===== src/common/ircg_pkg.sv =====
// constants and types for the infrared carrier generator
// Summary of operation
// RULE1: one 9-bit counter, separate high/low period registers
// RULE2: low-period bit nine always reads zero
// RULE3: counter advances at twice oscillator rate
// RULE4: half-period programmable 250 ns to 64 us
// RULE5: half-period lasts modulo value plus one counts
// RULE6: software loads only 001h to 1ffh
// RULE7: carrier only when carrier_disable bit is zero
// RULE8: program periods before starting the timer
// RULE9: carrier starts with low phase on timer start
// RULE10: down counter zero halts carrier, output low
// RULE11: zero during high phase finishes high first
// RULE12: output low, carrier, or steady high by table
// RULE13: write periods only while remote_output is low
// RULE14: periods accessed by nibble or whole 10-bit word; nibbles here cover bits 3:0 and 9:8 only
// RULE15: software-driven pulses honour minimum widths
// RULE16: fewer carrier cycles possible in high-speed mode
// RULE17: down counter decrements every 64 oscillator periods
// RULE18: reload counter from phase value, toggle at terminal
`default_nettype none
package ircg_pkg;
  localparam int unsigned CNT_W = 9;
  localparam int unsigned MOD_W = 10;
  localparam int unsigned DISABLE_BIT = 9;
  // oscillator periods per down-counter step
  localparam int unsigned OSC_PER_TICK = 64;
  // counter ticks per oscillator period
  localparam int unsigned TICKS_PER_OSC = 2;
  localparam logic [MOD_W-1:0] LOW_RESET = 10'h001;
  localparam logic [MOD_W-1:0] HIGH_RESET = 10'h201;
  // period access selectors
  localparam logic [1:0] SEL_LOW_NIB_LO = 2'h0;
  localparam logic [1:0] SEL_LOW_NIB_HI = 2'h1;
  localparam logic [1:0] SEL_HIGH_NIB_LO = 2'h2;
  localparam logic [1:0] SEL_HIGH_NIB_HI = 2'h3;
  typedef enum logic [1:0] {IRCG_IDLE, IRCG_LOW, IRCG_HIGH} ircg_phase_e;
endpackage
`default_nettype wire


===== src/hdl/ircg_half_counter.sv =====
// reloadable 9-bit half-period counter with terminal flag
`default_nettype none
module ircg_half_counter #(
  parameter int unsigned WIDTH = ircg_pkg::CNT_W
) (
  input wire logic clk_i,
  input wire logic nrst_i,
  input wire logic load_i,
  input wire logic [WIDTH-1:0] value_i,
  input wire logic run_i,
  output logic terminal_o
);
  typedef struct packed {
    logic [WIDTH-1:0] cnt;
  } ircg_cnt_s;
  ircg_cnt_s st;
  ircg_cnt_s next_st;

  if (WIDTH < 2) begin : g_width_chk
    $error("ircg_half_counter: WIDTH too small");
  end

  // terminal after value+1 counts; not gated by load so no loop through the caller
  assign terminal_o = run_i && (st.cnt == '0); // RULE5

  always_comb begin
    next_st = st;
    if (load_i) begin
      next_st.cnt = value_i; // RULE18
    end else if (run_i && st.cnt != '0) begin
      next_st.cnt = st.cnt - 1'b1;
    end
  end

  always_ff @(posedge clk_i or negedge nrst_i) begin
    if (!nrst_i) begin
      st <= '0;
    end else begin
      st <= next_st;
    end
  end
endmodule
`default_nettype wire


===== src/hdl/ircg_carrier.sv =====
// carrier generator with period registers and remote output
`default_nettype none
module ircg_carrier #(
  parameter int unsigned CNT_W = ircg_pkg::CNT_W
) (
  input wire logic clk_i,
  input wire logic nrst_i,
  // full 10-bit load: sel_high_i picks high-period register
  input wire logic word_we_i,
  input wire logic sel_high_i,
  input wire logic [ircg_pkg::MOD_W-1:0] word_i,
  // nibble access
  input wire logic nib_we_i,
  input wire logic [1:0] nib_sel_i,
  input wire logic [3:0] nib_i,
  output logic [3:0] nib_o,
  output logic [ircg_pkg::MOD_W-1:0] carrier_low_period_o,
  output logic [ircg_pkg::MOD_W-1:0] carrier_high_period_o,
  // timer side
  input wire logic timer_start_i,
  input wire logic timer_output_enable_i,
  input wire logic timer_nonzero_i,
  output logic remote_output_o
);
  typedef struct packed {
    logic [ircg_pkg::MOD_W-1:0] low_period;
    logic [ircg_pkg::MOD_W-1:0] high_period;
    ircg_pkg::ircg_phase_e phase;
    logic remote_output;
  } ircg_state_s;
  ircg_state_s st;
  ircg_state_s next_st;

  logic load;
  logic [CNT_W-1:0] load_val;
  logic terminal;
  logic carrier_disable;
  logic run;

  // 9 count bits span 250 ns to 64 us per half at the doubled clock
  if (CNT_W != ircg_pkg::CNT_W) begin : g_cnt_w_chk // RULE4
    $error("ircg_carrier: counter must be 9 bits");
  end
  if (ircg_pkg::MOD_W != CNT_W + 1) begin : g_mod_w_chk
    $error("ircg_carrier: period registers need one flag bit above the count");
  end
  if (ircg_pkg::DISABLE_BIT != CNT_W) begin : g_flag_pos_chk
    $error("ircg_carrier: disable flag must sit just above the count");
  end
  if (ircg_pkg::LOW_RESET[ircg_pkg::MOD_W-1] != 1'b0) begin : g_low_rst_chk
    $error("ircg_carrier: low period reset value must keep bit nine clear");
  end
  if (ircg_pkg::LOW_RESET[CNT_W-1:0] == '0) begin : g_low_zero_chk
    $error("ircg_carrier: low period reset value must be a legal nonzero period");
  end

  // selector decode shared by nibble write and nibble read
  function automatic logic sel_targets_high(input logic [1:0] sel);
    logic hit;
    hit = 1'b0;
    unique case (sel)
      ircg_pkg::SEL_LOW_NIB_LO: hit = 1'b0;
      ircg_pkg::SEL_LOW_NIB_HI: hit = 1'b0;
      ircg_pkg::SEL_HIGH_NIB_LO: hit = 1'b1;
      ircg_pkg::SEL_HIGH_NIB_HI: hit = 1'b1;
    endcase
    sel_targets_high = hit;
  endfunction

  function automatic logic sel_is_top(input logic [1:0] sel);
    logic top;
    top = 1'b0;
    unique case (sel)
      ircg_pkg::SEL_LOW_NIB_LO: top = 1'b0;
      ircg_pkg::SEL_LOW_NIB_HI: top = 1'b1;
      ircg_pkg::SEL_HIGH_NIB_LO: top = 1'b0;
      ircg_pkg::SEL_HIGH_NIB_HI: top = 1'b1;
    endcase
    sel_is_top = top;
  endfunction

  // low period keeps bit nine at zero whatever is written
  function automatic logic [ircg_pkg::MOD_W-1:0] clamp_low(input logic [ircg_pkg::MOD_W-1:0] v);
    clamp_low = {1'b0, v[ircg_pkg::MOD_W-2:0]};
  endfunction

  function automatic logic [3:0] pick_nib(input logic [ircg_pkg::MOD_W-1:0] r, input logic hi);
    if (hi) begin
      pick_nib = {2'h0, r[9:8]};
    end else begin
      pick_nib = r[3:0];
    end
  endfunction

  function automatic logic [ircg_pkg::MOD_W-1:0] put_nib(input logic [ircg_pkg::MOD_W-1:0] r,
      input logic hi, input logic [3:0] n);
    logic [ircg_pkg::MOD_W-1:0] v;
    v = r;
    if (hi) begin
      v[9:8] = n[1:0];
    end else begin
      v[3:0] = n;
    end
    put_nib = v;
  endfunction

  // remote output level from enable, disable bit, timer state and phase
  function automatic logic out_level(input logic enable, input logic carrier_off, input logic nonzero,
      input ircg_pkg::ircg_phase_e phase);
    logic level;
    level = 1'b0;
    if (!enable) begin
      level = 1'b0; // RULE12 RULE15
    end else if (carrier_off) begin
      level = nonzero; // RULE12
    end else begin
      level = (phase == ircg_pkg::IRCG_HIGH); // RULE12 RULE10
    end
    out_level = level;
  endfunction

  // next half of the carrier; a start always opens with the low half
  function automatic ircg_pkg::ircg_phase_e phase_after(input ircg_pkg::ircg_phase_e phase, input logic start,
      input logic nonzero, input logic term);
    ircg_pkg::ircg_phase_e nxt;
    nxt = phase;
    if (start) begin
      nxt = ircg_pkg::IRCG_LOW; // RULE9
    end else begin
      unique case (phase)
        ircg_pkg::IRCG_IDLE: begin
          nxt = ircg_pkg::IRCG_IDLE;
        end
        ircg_pkg::IRCG_LOW: begin
          if (!nonzero) begin
            nxt = ircg_pkg::IRCG_IDLE; // RULE10 RULE16 RULE17
          end else if (term) begin
            nxt = ircg_pkg::IRCG_HIGH; // RULE18
          end
        end
        ircg_pkg::IRCG_HIGH: begin
          if (term) begin
            // the high half runs to its end even after the timer ran out
            nxt = nonzero ? ircg_pkg::IRCG_LOW : ircg_pkg::IRCG_IDLE; // RULE11
          end
        end
        default: begin
          nxt = ircg_pkg::IRCG_IDLE;
        end
      endcase
    end
    phase_after = nxt;
  endfunction

  function automatic logic [CNT_W-1:0] reload_value(input ircg_pkg::ircg_phase_e phase,
      input logic [ircg_pkg::MOD_W-1:0] low, input logic [ircg_pkg::MOD_W-1:0] high);
    if (phase == ircg_pkg::IRCG_HIGH) begin
      reload_value = high[CNT_W-1:0];
    end else begin
      reload_value = low[CNT_W-1:0];
    end
  endfunction

  assign carrier_disable = st.high_period[ircg_pkg::DISABLE_BIT]; // RULE7
  // every clock edge is one count of the doubled oscillator
  assign run = st.phase != ircg_pkg::IRCG_IDLE; // RULE3

  ircg_half_counter #(.WIDTH(CNT_W)) u_cnt ( // RULE1
    .clk_i(clk_i),
    .nrst_i(nrst_i),
    .load_i(load),
    .value_i(load_val),
    .run_i(run),
    .terminal_o(terminal)
  );

  always_comb begin
    next_st = st;
    // a whole-word write wins over a nibble write in the same cycle
    if (word_we_i) begin // RULE14
      if (sel_high_i) begin
        next_st.high_period = word_i;
      end else begin
        next_st.low_period = clamp_low(word_i); // RULE2
      end
    end else if (nib_we_i) begin // RULE14
      if (sel_targets_high(nib_sel_i)) begin
        next_st.high_period = put_nib(st.high_period, sel_is_top(nib_sel_i), nib_i);
      end else begin
        next_st.low_period = clamp_low(put_nib(st.low_period, sel_is_top(nib_sel_i), nib_i)); // RULE2
      end
    end
    next_st.phase = phase_after(st.phase, timer_start_i, timer_nonzero_i, terminal);
    // reload on start and on every change of half, never on the way to idle
    load = timer_start_i || (terminal && (next_st.phase != ircg_pkg::IRCG_IDLE)); // RULE18
    load_val = reload_value(next_st.phase, st.low_period, st.high_period); // RULE18
    // output registered from the phase it will be in
    next_st.remote_output = out_level(timer_output_enable_i, carrier_disable, timer_nonzero_i, next_st.phase);
  end

  // clocked copy of the whole state
  always_ff @(posedge clk_i or negedge nrst_i) begin
    if (!nrst_i) begin
      st.low_period <= ircg_pkg::LOW_RESET;
      st.high_period <= ircg_pkg::HIGH_RESET;
      st.phase <= ircg_pkg::IRCG_IDLE;
      st.remote_output <= 1'b0;
    end else begin
      st <= next_st;
    end
  end

  // nibble read is combinational; bits 7:4 have no nibble of their own
  assign nib_o = pick_nib(sel_targets_high(nib_sel_i) ? st.high_period : st.low_period,
      sel_is_top(nib_sel_i));
  assign carrier_low_period_o = st.low_period;
  assign carrier_high_period_o = st.high_period;
  assign remote_output_o = st.remote_output;
endmodule
`default_nettype wire


===== config.mk =====
export PLATFORM = sky130hd
export DESIGN_NAME = ircg_carrier
export DESIGN_NICKNAME = d
export VERILOG_FILES = /design/src/common/ircg_pkg.sv /design/src/hdl/ircg_half_counter.sv /design/src/hdl/ircg_carrier.sv
export SDC_FILE = /design/constraint.sdc
export NUM_CORES = 1
export LEC_CHECK = 0
export CAP_MARGIN = 0
export CORE_ASPECT_RATIO = 1.5
export CORE_MARGIN = 3
export CORE_UTILIZATION = 50
export CTS_CLUSTER_DIAMETER = 30
export DETAILED_ROUTE_END_ITERATION = 6
export DONT_BUFFER_PORTS = 1
export GPL_ROUTABILITY_DRIVEN = 0
export RECOVER_POWER = 50
export SLEW_MARGIN = 20
export SYNTH_ARGS = -nofsm -noshare
export SYNTH_HDL_FRONTEND = slang
export SYNTH_SLANG_ARGS = --single-unit

===== constraint.sdc =====
create_clock -name clk_i -period 3.2 [get_ports clk_i]
set_input_delay 0.32 -clock clk_i [delete_from_list [all_inputs] [get_ports clk_i]]
set_output_delay 0.32 -clock clk_i [all_outputs]
set_load 0.02 [all_outputs]

==> results_dict.tcl, run 1 <==
set metrics [dict create \
    outcome "finished with violations" \
    violations "max-capacitance violations, max-slew violations" \
    ys_types 47 \
    yosysWarnings 0 \
    rsz0062_at_grt "false" \
    setup_tns_ns 0 \
    fp.dieH_um 83.7 \
    finalHoldViolCount 0 \
    yosys_register_bits 31 \
    slew_viol_final 32 \
    synthArstFlopShare_pct 100 \
    synth-seq-area-share_pct 38.8 \
    ff2ff_setup_slack_ns 0.70 \
    grt_pass1_wl_um 6470 \
    grtUsageTotal_pct 17.0 \
    min_delay_path_depth 1 \
    synth_area_leaders "dfrtp_1, mux2i_1, mux2_2" \
    io_pins 49 \
    synth.top_cell.area_share_pct 34.8 \
    max_stage_delay_ns 0.51 \
    timing.final.ws_setup_ns 0.697 \
    wl_per_cell_um 17.9 \
    period_needed_ns 2.50 \
    groute.layer.met3.usage_pct 4.80 \
    r2r-start "st[1]" \
    min_period_over_period_pct 78.2 \
    start_util_pct 53.1 \
    synth_edf_count 0 \
    critPathKind "reg -> reg" \
    postCtsHoldBufs 2 \
    vias 1284 \
    die-area_sq_um 4830 \
    insertedDiodeCount 0 \
    regToRegEndpoint "u_cnt.st[7]" \
    path_cells "inv_1, ha_1, or2b_2, nor4_1, a21o_1, mux2_4, o22a_1" \
    slew_headroom_pct -11.4 \
    clock_path_buffers 2 \
    critPathBufInv 1 \
    rows 27 \
    post_cts_buffers 0 \
    maxCapViolCount 1 \
    layout-drive-gt1-share_pct 23.1 \
    final-instance-count-excl-fill 216 \
    overflow 0 \
    clk_pin_slew_worst_paths_ns 0.07 \
    syn_area_per_cell_sq_um 10.7 \
    ir_drop_uv 369 \
    port_buffers 0 \
    first_pass_iters 4 \
    min_from "timer_start_i" \
    drt-initial-drc-count 25 \
    yosysMostFrequentCell "dfrtp_1" \
    synth_flop_cell "dfrtp_1" \
    grt_max_degree 32 \
    clock.fmax_ghz 0.399 \
    clk_latency_ns 0.28 \
    cp.arrival_ns 2.67 \
    antenna_found_initial 0 \
    worst_pin_slew_ns 1.67 \
    grt.met2_usage_pct 29.5 \
    syn-num-nets 217 \
    setup_viol 0 \
    cts_tree "yes" \
    dpl_worst_slack_ns 0.728 \
    cts_root_buf "clkbuf_8" \
    cts.sinks 31 \
    power.density_nw_per_um2 588 \
    die_width_um 57.8 \
    synth_common_cells "dfrtp_1, mux2i_1, buf_4" \
    crit_start "st[1]" \
    worstPathMaxFanout 10 \
    globalRouteMet1Util_pct 18.9 \
    synth_top_cell_by_area "dfrtp_1" \
    slowest_stage "a21o_1" \
    cts_buffers 5 \
    required_ns 3.37 \
    finalWirelength_um 3880 \
    dp_hpwl_um 3020 \
    route.detailed.drc 0 \
    grt_pass1_vias 1373 \
    via_per_inst 5.94 \
    antenna_left 0 \
    core_area_sq_um 3780 \
    htree_levels 2 \
    reg2regPathDepth 7 \
    grt.busiest_layer "met2" \
    ctsResizeCount 0 \
    dpl.cell_count 206 \
    start_kind "register" \
    end_kind "register" \
    fin_nets 201 \
    synthToLayoutAreaGrowth_pct -1.37 \
    synth_cells 188 \
    path_delay_family "compound AO/OA/AOI/OAI gates" \
    min_path_type "in -> reg" \
    whs_endpoint "st[1]" \
    p_leak_nw 0.836 \
    synth.cell_area_sq_um 2010 \
    fin_skew_ns 0.00704 \
]
## worst max path at each step
stage          depth (start not counted)           to  slack [ns]
3_3_place_gp                           7  u_cnt.st[7]        0.77
4_1_cts                                7  u_cnt.st[7]        0.71
6_report                               7  u_cnt.st[7]        0.70
5_1_grt                                7  u_cnt.st[7]        0.50
3_5_place_dp                           7  u_cnt.st[7]        0.73
2_1_floorplan                          8  u_cnt.st[7]        1.08
## where the power goes
| part | switching [W] | internal, W | total, W |
|---|---|---|---|
| combinational | 0.000127 | 0.000132 | 0.000258 |
| sequential | 0.000147 | 0.000471 | 0.000618 |
| clock | 0.000138 | 0.000152 | 0.000290 |
| total | 0.000411 | 0.000755 | 0.00117 |
## through the flow
step | utilization [%] | hold WS (ns) | area (sq um) | power (W)
floorplan | - | 0.0244 | 2010 | 0.000879
global placement | 49.9 | 0.0252 | 1890 | 0.000867
detailed placement | 49.9 | 0.0253 | 1890 | 0.000879
CTS | 52.8 | 0.143 | 2000 | 0.00119
global route | 52.4 | 0.136 | 1980 | 0.00124
finish | 52.4 | 0.146 | 1980 | 0.00117
## state kept, by name, indices dropped and copies added, names as in the netlist
| register | cells |
|---|---|
| remote_output_o | 1 |
| st | 2 |
| u_cnt.st | 9 |
| carrier_high_period_o | 10 |
| carrier_low_period_o | 9 |
## cell type report
cell class | count | area [sq um]
Timing Repair Buffer | 2 | 13.8
Sequential cell | 31 | 779
Fill cell | 379 | 1800
Tap cell | 43 | 53.8
Inverter | 5 | 18.8
Clock inverter | 1 | 5.00
Multi-Input combinational cell | 127 | 1040
Clock buffer | 7 | 76.3
## cell usage in the layout, fill, tap and decap left out, types with 2 or more instances in the layout
master	n
nand2_1	12
o21ai_0	3
dfstp_2	2
nand3b_1	2
a211oi_1	2
mux2_2	19
nand3_1	2
clkbuf_1	3
xnor2_1	2
a21o_1	2
nor2_1	11
a21oi_1	9
mux2i_1	22
nor3_1	3
inv_1	5
dfrtp_1	28
ha_1	5
and2_2	2
clkbuf_8	5
a31oi_1	2
nand2b_1	4
## worst register-to-register path, delay by kind of cell (launching register included)
family          cells  cell delay, ns
buf+inv             1            0.08
flops               1            0.41
mux                 1            0.34
simple gates        2            0.55
fa+ha+maj           1            0.33
compound gates      2            0.68
## cell families after synthesis
logic type      share of synthesized area, %
buf+inv                                 9.71
other cells                            0.187
fa+ha+maj                               3.11
simple gates                            16.2
xor+xnor                               0.871
flops                                   38.8
compound gates                          7.65
mux                                     23.5
## metal layers
layer / up-vias / wire, um / share of wire (%)
li1: 613 / - / -
met1: 631 / 1500 / 39
met2: 33 / 2110 / 55
met3: 7 / 193 / 5.0
met4: 0 / 68 / 1.8
met5: - / 0 / 0
No activity file was read; power rests on OpenSTA's default activity.
==> inputs of run 2 (changes only) <==
clock period = 2.6 ns   (was 3.2 ns; I/O delays follow)
==> run 2 against run 1 <==
Compared with the run above: the flow still finishes with violations (max-capacitance violations, max-slew violations); clock skew decreased by 0.0026 ns; utilization increased by 1.4 points; final area is 2.7% higher; routed wire length grew 1.7%; sequential share of layout area fell by 1.0 points; via count increased by 2.6%; worst setup slack got worse by 0.43 ns; clock-buffer cell count up 1; combinational power increased by 26%; non-clock buffer count grew 3.
==> results_dict.tcl, run 2 (synthesis gave the netlist of run 1 again) <==
set metrics [dict create \
    outcome "finished with violations" \
    violations "max-capacitance violations, max-slew violations" \
    die_width_um 57.8 \
    start_util_pct 53.1 \
    slew_viol_final 32 \
    port_buffers 0 \
    worstPathMaxFanout 5 \
    cts.sinks 31 \
    mostFrequentLayoutCell "dfrtp_1" \
    drt-initial-drc-count 41 \
    p_leak_nw 0.865 \
    fin_nets 204 \
    power.density_nw_per_um2 733 \
    start_kind "register" \
    cts_tree "yes" \
    cts_root_buf "clkbuf_8" \
    dpl.cell_count 209 \
    clk_latency_ns 0.27 \
    final_cell_mix "dfrtp_1, mux2i_1, mux2_2" \
    overflow 0 \
    cp.arrival_ns 2.49 \
    vias 1317 \
    maxCapViolCount 1 \
    clock_path_buffers 2 \
    largest_reg_flops 10 \
    min_period_over_period_pct 89.6 \
    grt_pass1_vias 1399 \
    io_pins 49 \
    layout-drive-gt1-share_pct 25.0 \
    cts_buffers 5 \
    htree_levels 2 \
    route.detailed.drc 0 \
    dpl_worst_slack_ns 0.276 \
    die-area_sq_um 4830 \
    ir_drop_uv 619 \
    period_needed_ns 2.33 \
    whs_ns 0.0818 \
    r2r-start "st[1]" \
    critPathBufInv 1 \
    clk_pin_slew_worst_paths_ns 0.06 \
    required_ns 2.76 \
    grt_max_degree 32 \
    antenna_found_initial 0 \
    slowest_stage "dfrtp_1" \
    synthToLayoutAreaGrowth_pct 1.31 \
    grtUsageTotal_pct 17.9 \
    setup_tns_ns 0 \
    slew_headroom_pct -6.33 \
    end_kind "register" \
    finalHoldViolCount 0 \
    antenna_left 0 \
    final-instance-count-excl-fill 219 \
    fp.dieH_um 83.7 \
    wl_per_cell_um 18.0 \
    path_cells "inv_1, ha_1, or2b_2, nor4_1, a21o_1, mux2_4, o22a_1" \
    min_path_type "in -> reg" \
    crit_start "st[1]" \
    dp_hpwl_um 3170 \
    worst_pin_slew_ns 1.59 \
    timing.final.ws_setup_ns 0.271 \
    finalWirelength_um 3940 \
    clock.fmax_ghz 0.429 \
    first_pass_iters 4 \
    fin_skew_ns 0.00441 \
    rsz0062_at_grt "false" \
    setup_viol 0 \
    core_area_sq_um 3780 \
    max_stage_delay_ns 0.39 \
    fillers 366 \
    rows 27 \
    min_from "timer_start_i" \
    via_per_inst 6.01 \
    path_delay_family "simple AND/OR/NAND/NOR gates" \
    grt_pass1_wl_um 6750 \
    critPathKind "reg -> reg" \
    insertedDiodeCount 0 \
]
[run 2: cell types whose count changed in the layout (fill, tap and decap cells not counted), sizes merged]
cell,before,now
clkbuf,8,9
buf,0,3
clkinv,1,0
[run 2: routing by layer]
metal	global-route usage [%]	part of all wire [%]
met3	5.11	5.9
met2	30.8	55
met5	0	0
met1	20.0	37
met4	7.81	2.2
[run 2: worst paths after layout]
| check | slack [ns] | endpoint | cells after the start |
|---|---|---|---|
| min | 0.08 | st[1] | 1 |
| min in group asynchronous | 0.95 | carrier_high_period_o[7] | 2 |
| min reg2reg | 0.62 | u_cnt.st[0] | 2 |
| max | 0.27 | u_cnt.st[7] | 7 |
| max reg2reg | 0.27 | u_cnt.st[7] | 7 |
| max in group asynchronous | 0.73 | carrier_high_period_o[5] | 2 |
[run 2: what timing repair did]
action | CTS | global route
gates resized for setup | 0 | 0
setup buffers | 0 | 0
hold endpoints to repair | 31 | 0
hold buffers | 2 | 0
endpoints found under the setup margin | 0 | 0
[run 2: worst reg2reg max path, cell delays in order (launching register included)]
cell and delay, ns:
dfrtp_1 0.39, inv_1 0.08, ha_1 0.33, or2b_2 0.33
nor4_1 0.23, a21o_1 0.36, mux2_4 0.33, o22a_1 0.17
[run 2: final cells by class]
class	count	area, sq um	area share, %
repair buffers	5	48.8	2.40
flip-flops and latches	31	779	38.3
well taps	43	53.8	2.64
clock buffers	8	100	4.91
inverters	5	18.8	0.921
multi-input cells	127	1040	50.9
[run 2: where the power goes]
group          switching, W  internal, W
sequential         0.000182     0.000580
combinational      0.000158     0.000168
clock              0.000165     0.000241
[run 2: per-stage QoR]
step	power [W]	area, sq um	util [%]
after floorplan	0.00108	2010	-
after global placement	0.00108	1920	50.8
after detailed placement	0.00109	1920	50.8
after CTS	0.00152	2050	54.3
after global routing	0.00159	2040	53.8
final	0.00149	2040	53.8
